File: src/hw/sct_pkg.sv
// Constants and types shared by the converter timing control
package sct_pkg;

  // Register bus geometry
  localparam int          ADDR_W         = 8;
  localparam int          DATA_W         = 32;
  localparam int          CNT_W          = 8;
  localparam int          NUM_SETS       = 4;
  localparam int          SEL_W          = 2;

  // Register offsets (byte addresses, one word each)
  localparam logic [7:0]  OFF_CTRL       = 8'h00;
  localparam logic [7:0]  OFF_STATUS     = 8'h04;
  localparam logic [7:0]  OFF_TSET_BASE  = 8'h10;
  localparam logic [7:0]  OFF_CHAN_BASE  = 8'h40;

  // Field positions
  localparam int          CTRL_START_BIT = 0;
  localparam int          CTRL_CHAN_LSB  = 8;
  localparam int          TSET_PRE_LSB   = 0;
  localparam int          TSET_SMP_LSB   = 8;
  localparam int          CHAN_SEL_LSB   = 0;
  localparam int          CHAN_PCE_BIT   = 2;
  localparam int          CHAN_RES10_BIT = 3;
  localparam int          CHAN_W         = 4;

  // Reset values
  localparam logic [7:0]  TSET_PRE_RST   = 8'h02;
  localparam logic [7:0]  TSET_SMP_RST   = 8'h05;
  localparam logic [3:0]  CHAN_RST       = 4'h0;

  // Phase lengths in peripheral clock periods
  localparam logic [7:0]  PRECH_MIN      = 8'h02;
  localparam logic [7:0]  SAMP_MIN       = 8'h05;
  localparam logic [7:0]  EVAL_12B       = 8'h19;
  localparam logic [7:0]  EVAL_10B       = 8'h15;

  // Software side minimum times and their cycle counts at the clock rate
  localparam int          CLK_PERIOD_NS  = 10;
  localparam int          SMP10_MIN_NS   = 555;
  localparam int          SMP10_MIN_CYC  = (SMP10_MIN_NS + CLK_PERIOD_NS - 1) / CLK_PERIOD_NS;
  localparam int          PRE12S_MIN_NS  = 540;
  localparam int          PRE12S_MIN_CYC = (PRE12S_MIN_NS + CLK_PERIOD_NS - 1) / CLK_PERIOD_NS;
  localparam int          SMP12S_MIN_NS  = 1500;
  localparam int          SMP12S_MIN_CYC = (SMP12S_MIN_NS + CLK_PERIOD_NS - 1) / CLK_PERIOD_NS;
  localparam int          PRE12F_MIN_NS  = 270;
  localparam int          PRE12F_MIN_CYC = (PRE12F_MIN_NS + CLK_PERIOD_NS - 1) / CLK_PERIOD_NS;
  localparam int          SMP12F_MIN_NS  = 750;
  localparam int          SMP12F_MIN_CYC = (SMP12F_MIN_NS + CLK_PERIOD_NS - 1) / CLK_PERIOD_NS;

  // Conversion phases
  typedef enum logic [1:0] {SCT_IDLE, SCT_PRECH, SCT_SAMPLE, SCT_EVAL} sct_state_t;

endpackage

File: src/hw/sct_sar_timing.sv
// Phase timing control for a successive-approximation converter
`timescale 1ns/10ps
`default_nettype none

module sct_sar_timing #(
  parameter int NUM_CH = 8,                              // Number of channels
  parameter int CH_W   = 3                               // Channel index width
) (
  input  wire logic                       clk_in,        // Peripheral clock
  input  wire logic                       rst_b_in,      // Async reset, active low
  input  wire logic [sct_pkg::ADDR_W-1:0] addr_in,       // Register byte address
  input  wire logic [sct_pkg::DATA_W-1:0] wdata_in,      // Write data
  input  wire logic                       wr_in,         // Write strobe
  input  wire logic                       rd_in,         // Read strobe
  output logic      [sct_pkg::DATA_W-1:0] rdata_out,     // Read data, cycle after strobe
  output logic                            precharge_out, // Precharge phase active
  output logic                            sample_out,    // Sampling phase active
  output logic                            eval_out,      // Evaluation phase active
  output logic                            busy_out,      // Conversion in progress
  output logic                            done_out,      // One-cycle completion pulse
  output logic      [CH_W-1:0]            channel_out,   // Channel being converted
  output logic                            res10_out      // Current conversion is 10-bit
);
  import sct_pkg::*;

  // Configuration storage
  logic [CNT_W-1:0]  pre_q  [NUM_SETS];
  logic [CNT_W-1:0]  smp_q  [NUM_SETS];
  logic [CHAN_W-1:0] chan_q [NUM_CH];
  logic [CNT_W-1:0]  next_pre [NUM_SETS];
  logic [CNT_W-1:0]  next_smp [NUM_SETS];
  logic [CHAN_W-1:0] next_chan [NUM_CH];

  // Sequencer state
  sct_state_t        state, next_state;
  logic [CNT_W-1:0]  cnt, next_cnt;
  logic [CNT_W-1:0]  samp_lat, next_samp_lat;
  logic [CNT_W-1:0]  pre_lat, next_pre_lat;
  logic [CH_W-1:0]   cur_ch, next_cur_ch;
  logic              cur_pce, next_cur_pce;
  logic              cur_res10, next_cur_res10;
  logic              done, next_done;
  logic [DATA_W-1:0] rdata, next_rdata;

  // Start decode and the configuration of the channel being started
  logic              start_req;
  logic [CH_W-1:0]   start_ch;
  logic [CHAN_W-1:0] start_cfg;
  logic [SEL_W-1:0]  start_sel;
  logic              start_pce;
  logic [CNT_W-1:0]  start_pre;
  logic [CNT_W-1:0]  start_samp;

  assign start_ch   = wdata_in[CTRL_CHAN_LSB +: CH_W];
  assign start_req  = wr_in && (addr_in == OFF_CTRL) && wdata_in[CTRL_START_BIT]
                      && (state == SCT_IDLE) && (int'(start_ch) < NUM_CH);
  assign start_cfg  = chan_q[start_ch];
  assign start_sel  = start_cfg[CHAN_SEL_LSB +: SEL_W];
  assign start_pce  = start_cfg[CHAN_PCE_BIT];
  // Clamp to the hardware minimum so a zero count can never stall the sequence
  assign start_pre  = (pre_q[start_sel] < PRECH_MIN) ? PRECH_MIN : pre_q[start_sel];
  assign start_samp = (smp_q[start_sel] < SAMP_MIN) ? SAMP_MIN : smp_q[start_sel];

  // Timing set registers, one word per set
  for (genvar g = 0; g < NUM_SETS; g++) begin : g_tset
    logic hit;
    assign hit         = wr_in && (addr_in == OFF_TSET_BASE + 8'(4 * g));
    assign next_pre[g] = hit ? wdata_in[TSET_PRE_LSB +: CNT_W] : pre_q[g];
    assign next_smp[g] = hit ? wdata_in[TSET_SMP_LSB +: CNT_W] : smp_q[g];
    always_ff @(posedge clk_in or negedge rst_b_in) begin
      if (!rst_b_in) begin
        pre_q[g] <= TSET_PRE_RST;
        smp_q[g] <= TSET_SMP_RST;
      end else begin
        pre_q[g] <= next_pre[g];
        smp_q[g] <= next_smp[g];
      end
    end
  end

  // Channel data registers; a write mid-conversion affects only later starts
  for (genvar c = 0; c < NUM_CH; c++) begin : g_chan
    assign next_chan[c] = (wr_in && (addr_in == OFF_CHAN_BASE + 8'(4 * c)))
                          ? wdata_in[CHAN_W-1:0] : chan_q[c];
    always_ff @(posedge clk_in or negedge rst_b_in) begin
      if (!rst_b_in) begin
        chan_q[c] <= CHAN_RST;
      end else begin
        chan_q[c] <= next_chan[c];
      end
    end
  end

  // Phase sequencer: counts down the current phase in clock periods
  always_comb begin
    next_state     = state;
    next_cnt       = cnt;
    next_samp_lat  = samp_lat;
    next_pre_lat   = pre_lat;
    next_cur_ch    = cur_ch;
    next_cur_pce   = cur_pce;
    next_cur_res10 = cur_res10;
    next_done      = 1'b0;
    case (state)
      SCT_IDLE: begin
        if (start_req) begin
          // Counts are latched so later writes cannot stretch a running phase
          next_cur_ch    = start_ch;
          next_cur_pce   = start_pce;
          next_cur_res10 = start_cfg[CHAN_RES10_BIT];
          next_samp_lat  = start_samp;
          next_pre_lat   = start_pre;
          if (start_pce) begin
            next_state = SCT_PRECH;
            next_cnt   = start_pre - 8'h01;
          end else begin
            next_state = SCT_SAMPLE;
            next_cnt   = start_samp - 8'h01;
          end
        end
      end
      SCT_PRECH: begin
        if (cnt == '0) begin
          next_state = SCT_SAMPLE;
          next_cnt   = samp_lat - 8'h01;
        end else begin
          next_cnt = cnt - 8'h01;
        end
      end
      SCT_SAMPLE: begin
        if (cnt == '0) begin
          next_state = SCT_EVAL;
          next_cnt   = (cur_res10 ? EVAL_10B : EVAL_12B) - 8'h01;
        end else begin
          next_cnt = cnt - 8'h01;
        end
      end
      SCT_EVAL: begin
        if (cnt == '0) begin
          next_state = SCT_IDLE;
          next_done  = 1'b1;
        end else begin
          next_cnt = cnt - 8'h01;
        end
      end
      default: begin
        next_state = SCT_IDLE;
      end
    endcase
  end

  always_ff @(posedge clk_in or negedge rst_b_in) begin
    if (!rst_b_in) begin
      state     <= SCT_IDLE;
      cnt       <= '0;
      samp_lat  <= SAMP_MIN;
      pre_lat   <= PRECH_MIN;
      cur_ch    <= '0;
      cur_pce   <= 1'b0;
      cur_res10 <= 1'b0;
      done      <= 1'b0;
    end else begin
      state     <= next_state;
      cnt       <= next_cnt;
      samp_lat  <= next_samp_lat;
      pre_lat   <= next_pre_lat;
      cur_ch    <= next_cur_ch;
      cur_pce   <= next_cur_pce;
      cur_res10 <= next_cur_res10;
      done      <= next_done;
    end
  end

  // Read mux; unmapped addresses read as zero
  always_comb begin
    next_rdata = '0;
    if (rd_in) begin
      if (addr_in == OFF_STATUS) begin
        next_rdata[1:0]   = state;
        next_rdata[2]     = (state != SCT_IDLE);
        next_rdata[3]     = cur_res10;
        next_rdata[15:8]  = cnt;
        next_rdata[16 +: CH_W] = cur_ch;
      end
      for (int i = 0; i < NUM_SETS; i++) begin
        if (addr_in == OFF_TSET_BASE + 8'(4 * i)) begin
          next_rdata[TSET_PRE_LSB +: CNT_W] = pre_q[i];
          next_rdata[TSET_SMP_LSB +: CNT_W] = smp_q[i];
        end
      end
      for (int i = 0; i < NUM_CH; i++) begin
        if (addr_in == OFF_CHAN_BASE + 8'(4 * i)) begin
          next_rdata[CHAN_W-1:0] = chan_q[i];
        end
      end
    end
  end

  always_ff @(posedge clk_in or negedge rst_b_in) begin
    if (!rst_b_in) begin
      rdata <= '0;
    end else begin
      rdata <= next_rdata;
    end
  end

  // Outputs straight from state flip-flops
  assign rdata_out     = rdata;
  assign precharge_out = (state == SCT_PRECH);
  assign sample_out    = (state == SCT_SAMPLE);
  assign eval_out      = (state == SCT_EVAL);
  assign busy_out      = (state != SCT_IDLE);
  assign done_out      = done;
  assign channel_out   = cur_ch;
  assign res10_out     = cur_res10;

  // Helper counters for the checks: cycles in phase and in conversion
  logic [8:0] phase_len;
  logic [8:0] conv_len;
  always_ff @(posedge clk_in or negedge rst_b_in) begin
    if (!rst_b_in) begin
      phase_len <= '0;
      conv_len  <= '0;
    end else begin
      phase_len <= (state != next_state) ? 9'h000 : phase_len + 9'h001;
      conv_len  <= start_req ? 9'h000 : ((state != SCT_IDLE) ? conv_len + 9'h001 : conv_len);
    end
  end
endmodule // sct_sar_timing

`default_nettype wire

File: config.mk
export PLATFORM = sky130hd
export DESIGN_NAME = sct_sar_timing
export DESIGN_NICKNAME = d
export VERILOG_FILES = /design/src/hw/sct_pkg.sv /design/src/hw/sct_sar_timing.sv
export SDC_FILE = /design/constraint.sdc
export NUM_CORES = 1
export LEC_CHECK = 0
export ABC_AREA = 1
export BUFFER_PORTS_ARGS = -buffer_cell sky130_fd_sc_hd__buf_2
export CORE_MARGIN = 4
export CORE_UTILIZATION = 30
export DETAILED_ROUTE_END_ITERATION = 10
export PLACE_DENSITY_LB_ADDON = 0.2
export SETUP_SLACK_MARGIN = 0.02
export SYNTH_ARGS = -nofsm -noshare
export SYNTH_HDL_FRONTEND = slang
export SYNTH_SLANG_ARGS = --single-unit
File: constraint.sdc
create_clock -name clk_in -period 3.5 [get_ports clk_in]
set_clock_uncertainty 0.15 [all_clocks]
set_input_delay 0.7 -clock clk_in [delete_from_list [all_inputs] [get_ports clk_in]]
set_output_delay 0.7 -clock clk_in [all_outputs]
set_load 0.03 [all_outputs]
# Word level (Yosys, flattened, before mapping)
# Cells that the tools add are included.
# totals
word_cells	118
in_bits	44
regBits	138
out_inout_bits	41
# classes
bitwise_logic	2
n_lt_le_gt_ge	4
n_mux	41
n_reduce_logical	22
n_eq_ne	21
n_addsub	5
# op_table
op	count
$mux W8	11
$eq A8 B7 Y1 const B	8
$mux W16	4
$mux W4	12
$bmux W8 S2	2
$eq A8 B5 Y1 const B	4
$pmux W8 S4	1
$sub A8 B1 Y8 const B	4
$mux W19	1
$logic_not A8 Y1	2
$logic_and A1 B1 Y1	15
$bmux W4 S3	1
$mux W11	1
$mux W2	5
$eq A8 B3 Y1 const B	1
$lt A8 B2 Y1 const B	1
$lt A8 B3 Y1 const B	1
$pmux W2 S4	1
$ne A2 B1 Y1 const B	3
$sub A5 B1 Y6 const B	1
$eq A2 B2 Y1 const B	2
$ge A4 B4 Y1 const B	1
$ne A2 B2 Y1 const B	2
$not A3 Y4	1
other kinds (8)	10

# Logic depth before layout (Yosys ltp)
# Gate-level depths: netlist of the first run.
# logic_depth
depth_word	15
depth_mapped	25
mapped_depth_nobuf	23

# Least setup slack after synthesis of the first run
# OpenSTA, ideal clock, no wires.
# synth_path
kind	input -> register
from	input wdata_in[8] (netlist bit)
to	register cnt[4]
arrival_ns	2.628
t_required_ns	3.215
cell_stages	21
setup_slack_ns	0.587
setup_ns	0.135
n_path_buf	2
cell_sequence	buf_6 -> inv_6 -> nand2_1 -> nand3_2 -> nand3_2 -> nand2_4 -> buf_6 -> nand2_1 -> nand2_1 -> nand2_1 -> nand2_1 -> nor2_1 -> nand3_2 -> nand2_1 -> a21boi_4 -> ha_1 -> nand2_1 -> o21ai_0 -> nand3_1 -> nand2_1 -> o21ai_0
# synth_via
elab_chain_cells	14
word_cells_on_any_way	20
cone_classes	add/sub: 2; order compare: 2; mux: 14; bitwise: 2
# synth_lines
element	line_no	text
start, declared	sct_sar_timing.sv:12	input wire logic [sct_pkg::DATA_W-1:0] wdata_in,
$not A3 Y4 (implied by the code) *	sct_sar_timing.sv:57	assign start_cfg = chan_q[start_ch];
$bmux W4 S3 *	sct_sar_timing.sv:57	
$mux W4 (implied by the code) * (2 in a row)	sct_sar_timing.sv:57	
$not A2 Y3 (implied by the code)	sct_sar_timing.sv:61, sct_sar_timing.sv:62	
$bmux W8 S2 (on tied branches)	sct_sar_timing.sv:62, sct_sar_timing.sv:61	
$mux W8 (on tied branches) (2 in a row)	sct_sar_timing.sv:62, sct_sar_timing.sv:61	
$lt A8 B3 Y1 or $lt A8 B2 Y1 (tied branches)	sct_sar_timing.sv:62, sct_sar_timing.sv:61	
$mux W8 (on tied branches)	sct_sar_timing.sv:62, sct_sar_timing.sv:61	
$sub A8 B1 Y8 (on tied branches)	sct_sar_timing.sv:118, sct_sar_timing.sv:115	
$mux W8 *	sct_sar_timing.sv:113	if (start_pce) begin
$mux W8 *	sct_sar_timing.sv:106	if (start_req) begin
$pmux W8 S4 *	sct_sar_timing.sv:104	case (state)
end signal, assigned	sct_sar_timing.sv:164	cnt <= next_cnt;
end, declared	sct_sar_timing.sv:36	logic [CNT_W-1:0] cnt, next_cnt;
# Every way passes the cells marked *; elsewhere a longest branch is shown, timed or not. The select of a mux whose other input is x is not followed.
# A chain may end at the register's enable or synchronous reset.

# Final worst setup path of the first run
# Same ends and word-level chain as after synthesis.

==> impl_metrics.yaml, run 1 <==
outcome:
  status: "completed"
final_layout:
  nNetsFinal: 1157
  area_growth_pct: 19.3
  n_antenna_cell: 0
  design_area_sq_mm: 0.00914
  n_fill_cell: 2762
  drive_above_1_share_pct: 16.4
  register_area_sq_mm: 0.00347
  multi_input_area_sq_mm: 0.00352
placed_design:
  postPlaceCellArea_sq_mm: 0.00856
  gp_congestion: 0.887
  dp_hpwl_microns: 17400
  io_buffers: 55
floorplan:
  fp.dieH_microns: 168
  rows: 58
  io_pins: 85
  dieArea_sq_mm: 0.0281
  initial_core_util_pct: 30.5
  core_sq_mm: 0.0251
  die_w_microns: 168
clocking:
  cts_hold_buf: 0
  postCtsSetupBuffers: 0
  cts-htree-levels: 4
  clockBufferDepth: 2
  path_clk_slew_ns: 0.06
  cts_resized: 0
  numCtsBuffers: 17
  cts_sinks: 138
  cts_tree: "done"
  insertion_delay_ns: 0.43
  root_buffer: "clkbuf_16"
critical_path:
  r2r_start: "chan_q[16]"
  r2r_end: "cnt[4]"
  reg2reg_slack_ns: 0.57
  reg2regPathDepth: 18
  endpoint_kind: "flip-flop"
  cp_data_required_time_ns: 3.64
  worst_setup_path_start_kind: "primary input"
  setup.worst_path.end: "cnt[4]"
  crit_fanout: 15
  path_class: "in -> reg"
  critPathLaunch: "wdata_in[8]"
  crit_arrival_ns: 3.27
sta:
  worst_slew_pin_slew_ns: 0.663
  fin_setup_tns_ns: 0
  period_needed_ns: 3.12
  grt_setup_unrepaired: "no"
  hold_viol: 0
  fmax_mhz: 320
  relSlewSlack_pct: 55.4
  setup_viol: 0
  maxSlewViolCount: 0
  period_share_pct: 89.2
synthesis:
  synth_seq_area_share_pct: 45.3
  yosys_warnings: 0
  synthFlopType: "dfrtp_1"
  syn_area_sq_mm: 0.00766
  synth.avg_cell_area_sq_um: 7.53
  yosys_register_bits: 138
  synth_edf_count: 0
  syn_inst: 1017
  synth-async-reset-ratio_pct: 100
  yosysUniqueCellTypes: 45
global_routing:
  grt_remaining_overflow: 0
  grt_pass1_vias: 6927
  grt_pass1_wl_microns: 38800
  track_usage_pct: 17.4
  grt_max_degree: 48
  grt_antenna_before_repair: 0
route:
  wirelength_microns: 23900
  drt-met1-wl_microns: 11500
  wl_per_cell_microns: 16.5
  detail-route-antenna-nets: 0
  drc: 0
  viasPerCell: 4.90
  highest_layer: "met4"
  route.met3.wl_microns: 952
  wl_met2_microns: 10900
  dr.first_iter.drc_count: 596
  drt_pre_antenna_iters: 7
  num_vias: 7091
run:
  drv_cap: 0
power_and_ir_drop:
  p_leak_nw: 4.31
  peakVddDrop_mv: 0.313
  pwr-share-comb_pct: 25.7
  sw_frac_of_total_pct: 36.4
  internal-power_mw: 3.09
  power.density_mw_per_mm2: 531
  p_sw_mw: 1.77
  pwr-share-seq_pct: 37.8
  pwr-share-clk_pct: 36.5
min_path:
  holdCritPathClass: "in -> async"
==> worst min-delay path by stage <==
stage	startpoint	to	cells past startpoint
finish	rst_b_in	rdata_out[14]	1
global route	rst_b_in	rdata_out[14]	1
CTS	rst_b_in	cnt[3]	1
detailed placement	chan_q[16]	chan_q[16]	2
global placement	chan_q[16]	chan_q[16]	2
floorplan	rst_b_in	chan_q[0]	0
==> placed cells by master, fill, tap and decap left out, drive strengths merged, types with 14 or more instances in the layout <==
master,n
inv,112
nor2,53
dfstp,14
a21oi,45
nand2,316
dfrtp,124
o21ai,152
buf,111
nand3,77
nand4,14
clkbuf,17
==> per-layer routing <==
layer / vias up / GRT usage (%)
met2: 157 / 27.0
met1: 3383 / 24.8
met3: 37 / 2.62
met4: 0 / 5.93
met5: - / 0
li1: 3514 / -
==> kinds of logic after synthesis <==
group                      Yosys count  synth area share (%)
AOI/OAI and AO/OA                  231                  16.6
xor gates and xnor gates            10                  1.14
adders and majority gates            8                  1.31
buffers and inverters              158                  9.33
DFF                                138                  45.3
other                                1                0.0490
and+or+nand+nor                    471                  26.2
==> registers in the layout, indices dropped and copies added (netlist names) <==
register / flops
samp_lat: 8
done_out: 1
channel_out: 3
rdata_out: 19
cnt: 8
chan_q: 32
smp_q: 32
pre_q: 32
state: 2
res10_out: 1
==> cell usage after synthesis (8+ instances only) <==
cell	number	area (sq um)
a21oi_1	44	220
buf_2	8	40.0
buf_4	15	113
clkbuf_1	25	93.8
dfrtp_1	124	3100
dfstp_2	14	368
ha_1	8	100
inv_1	96	360
nand2_1	310	1160
nand3_1	68	340
nand3_2	9	90.1
nand4_1	14	87.6
nor2_1	51	191
o21ai_0	146	731
xor2_1	8	70.1
==> metrics by stage <==
stage	hold WS, ns	total power [mW]	util [%]	std cells	setup WS [ns]
after detailed placement	0.323	3.11	34.1	1416	-0.0475
after global placement	0.319	3.10	34.1	1416	-0.0423
final	0.00274	4.86	36.4	1448	0.378
after floorplan	0.254	2.67	-	1029	0.587
after CTS	0.00870	4.90	36.4	1448	0.397
after global routing	0.00635	5.16	36.4	1448	0.102
==> worst max-delay path, cell delays in order <==
cell and delay [ns]:
buf_2 0.27, inv_6 0.10, nand2_1 0.08, nand3_1 0.08
nand3_2 0.15, nand2_4 0.16, buf_12 0.20, nand2_1 0.05
nand2_1 0.04, o21ai_1 0.20, nor2_1 0.09, nand3_2 0.11
nand2_1 0.12, a21boi_4 0.16, ha_1 0.20, nand2_1 0.07
o21ai_0 0.15, nand3_1 0.11, nand2_1 0.12, o21ai_0 0.09
==> final cells by class <==
class                           instances  area share [%]
Inverter                              104            4.38
Clock inverter                         15            1.60
Tap cell                              330            4.52
Multi-Input combinational cell        733            38.5
Clock buffer                           17            4.66
Sequential cell                       138            38.0
Timing Repair Buffer                  111            8.37
==> power by group through the flow <==
| stage | logic [mW] | registers, mW | clock network, mW |
|---|---|---|---|
| floorplan | 0.838 | 1.83 | 0 |
| CTS | 1.25 | 1.84 | 1.81 |
| global placement | 1.24 | 1.86 | 0 |
| finish | 1.25 | 1.84 | 1.77 |
| detailed placement | 1.24 | 1.86 | 0 |
| global route | 1.41 | 1.85 | 1.90 |
Note: power is estimated with default switching activity, not from simulation.
==> inputs of run 2 (changes only) <==
==> constraint.sdc (replaced) <==
create_clock -name clk_in -period 3.5 [get_ports clk_in]
set_clock_uncertainty 0.15 [all_clocks]
set_input_delay 0 -clock clk_in [delete_from_list [all_inputs] [get_ports clk_in]]
set_output_delay 0 -clock clk_in [all_outputs]
set_load 0.03 [all_outputs]
==> run 2 against run 1 <==
Routed wire length up 0.76%. Total power down 1.0%. Critical path depth up 1. Critical endpoint unchanged. Largest power group unchanged.
==> impl_metrics.yaml, run 2 (same netlist as run 1, synthesis figures left out) <==
floorplan:
  initial_core_util_pct: 30.5
  rows: 58
  dieArea_sq_mm: 0.0281
  io_pins: 85
  fp.dieH_microns: 168
  core_sq_mm: 0.0251
  die_w_microns: 168
sta:
  grt_setup_unrepaired: "no"
  setup_viol: 0
  hold_slack_ns: 0.0367
  fmax_mhz: 316
  hold_viol: 0
  period_needed_ns: 3.16
  fin_setup_tns_ns: 0
  worst_slew_pin_slew_ns: 0.890
  period_share_pct: 90.3
  maxSlewViolCount: 0
  relSlewSlack_pct: 40.7
final_layout:
  reg_top3: "chan_q: 32 flops, pre_q: 32 flops, smp_q: 32 flops"
  n_antenna_cell: 0
  nNetsFinal: 1135
  final_cell_mix: "nand2_1, o21ai_0, dfrtp_1, inv_1, nand3_1"
  area_growth_pct: 17.1
  design_area_sq_mm: 0.00896
  drive_above_1_share_pct: 13.0
  postLayoutCoreUtil_pct: 35.7
  final_common_cell: "nand2_1"
global_routing:
  grt_antenna_before_repair: 0
  grt_remaining_overflow: 0
  grt_pass1_vias: 6768
  grt_pass1_wl_microns: 38400
  grt_max_degree: 93
  track_usage_pct: 17.2
route:
  viasPerCell: 4.91
  drc: 0
  num_vias: 7004
  dr.first_iter.drc_count: 681
  wl_per_cell_microns: 16.9
  drt_pre_antenna_iters: 5
  wirelength_microns: 24100
  detail-route-antenna-nets: 0
clocking:
  insertion_delay_ns: 0.43
  cts_tree: "done"
  path_clk_slew_ns: 0.07
  postCtsSetupBuffers: 0
  numCtsBuffers: 17
  cts-htree-levels: 4
  root_buffer: "clkbuf_16"
  clockBufferDepth: 2
  cts_sinks: 138
power_and_ir_drop:
  power.density_mw_per_mm2: 536
  peakVddDrop_mv: 0.349
  p_leak_nw: 4.17
  power_mw: 4.81
min_path:
  min_from: "wr_in"
  holdCritPathClass: "in -> reg"
placed_design:
  gp_congestion: 0.842
  dp_hpwl_microns: 16700
  io_buffers: 55
  postPlaceCellArea_sq_mm: 0.00820
critical_path:
  path_class: "in -> reg"
  critPathLaunch: "wdata_in[8]"
  r2r_start: "chan_q[16]"
  worst_setup_path_start_kind: "primary input"
  endpoint_kind: "flip-flop"
  crit_arrival_ns: 3.32
  crit_fanout: 19
  cp_data_required_time_ns: 3.66
outcome:
  status: "completed"
run:
  drv_cap: 0
## run 2: cell count changes in the layout (fill, tap and decap cells not counted), sizes merged
cell         previous run  this run
buf                   111        70
inv                   112       114
clkbuf                 17        18
dlygate4sd3             0        18
clkinv                  5         3
## run 2: path summary, 6_finish.rpt
path | end | slack, ns | depth (start not counted)
worst max-delay path | cnt[4] | 0.34 | 21
worst max register to register | cnt[4] | 0.47 | 18
worst min-delay path | chan_q[22] | 0.04 | 3
worst min register to register | smp_q[3] | 0.34 | 2
min in group asynchronous | rdata_out[8] | 0.09 | 2
max in group asynchronous | smp_q[10] | 2.18 | 3
## run 2: area by class of cell
class / instances / area [sq um]
clock buffer: 17 / 425
timing repair buffer: 89 / 584
sequential: 138 / 3470
inverter: 104 / 400
multi-input combinational: 733 / 3520
tap: 330 / 413
clock inverter: 15 / 144
fill: 2683 / 16100
## run 2: repair_timing
item,CTS,global route
endpoints found under the hold margin,200,0
gates resized for setup,0,2
setup endpoints to repair,0,2
hold buffers,18,0
## run 2: metrics by stage
step           setup WS [ns]  std cells
2_1_floorplan           1.05       1029
3_3_place_gp           0.425       1376
3_5_place_dp           0.387       1376
4_1_cts                0.295       1426
5_1_grt               0.0676       1426
6_report               0.339       1426
## run 2: power breakdown
part / switching, mW / internal (mW) / leakage, nW
sequential: 0.114 / 1.72 / 1.81
combinational: 0.820 / 0.377 / 2.09
clock: 0.825 / 0.949 / 0.277
## run 2: layer usage
metal | wire length (microns) | global-route usage [%]
met2 | 11300 | 27.5
met3 | 1150 | 2.27
met4 | 350 | 4.87
met5 | 0 | 0
met1 | 11300 | 24.4
## run 2: worst max-delay path, stage by stage
cell	delay, ns
dlygate4sd3_1	0.53
clkbuf_4	0.25
inv_6	0.19
nand2_1	0.07
nand3_1	0.07
nand2_1	0.07
nand2_2	0.08
nand2_4	0.16
inv_4	0.26
nand3_1	0.12
o21ai_1	0.21
nor2_1	0.11
nand3_2	0.13
nand2_1	0.11
a21boi_4	0.22
ha_1	0.24
nand2_1	0.08
o21ai_0	0.16
nand3_1	0.10
nand2_1	0.09
o21ai_0	0.07
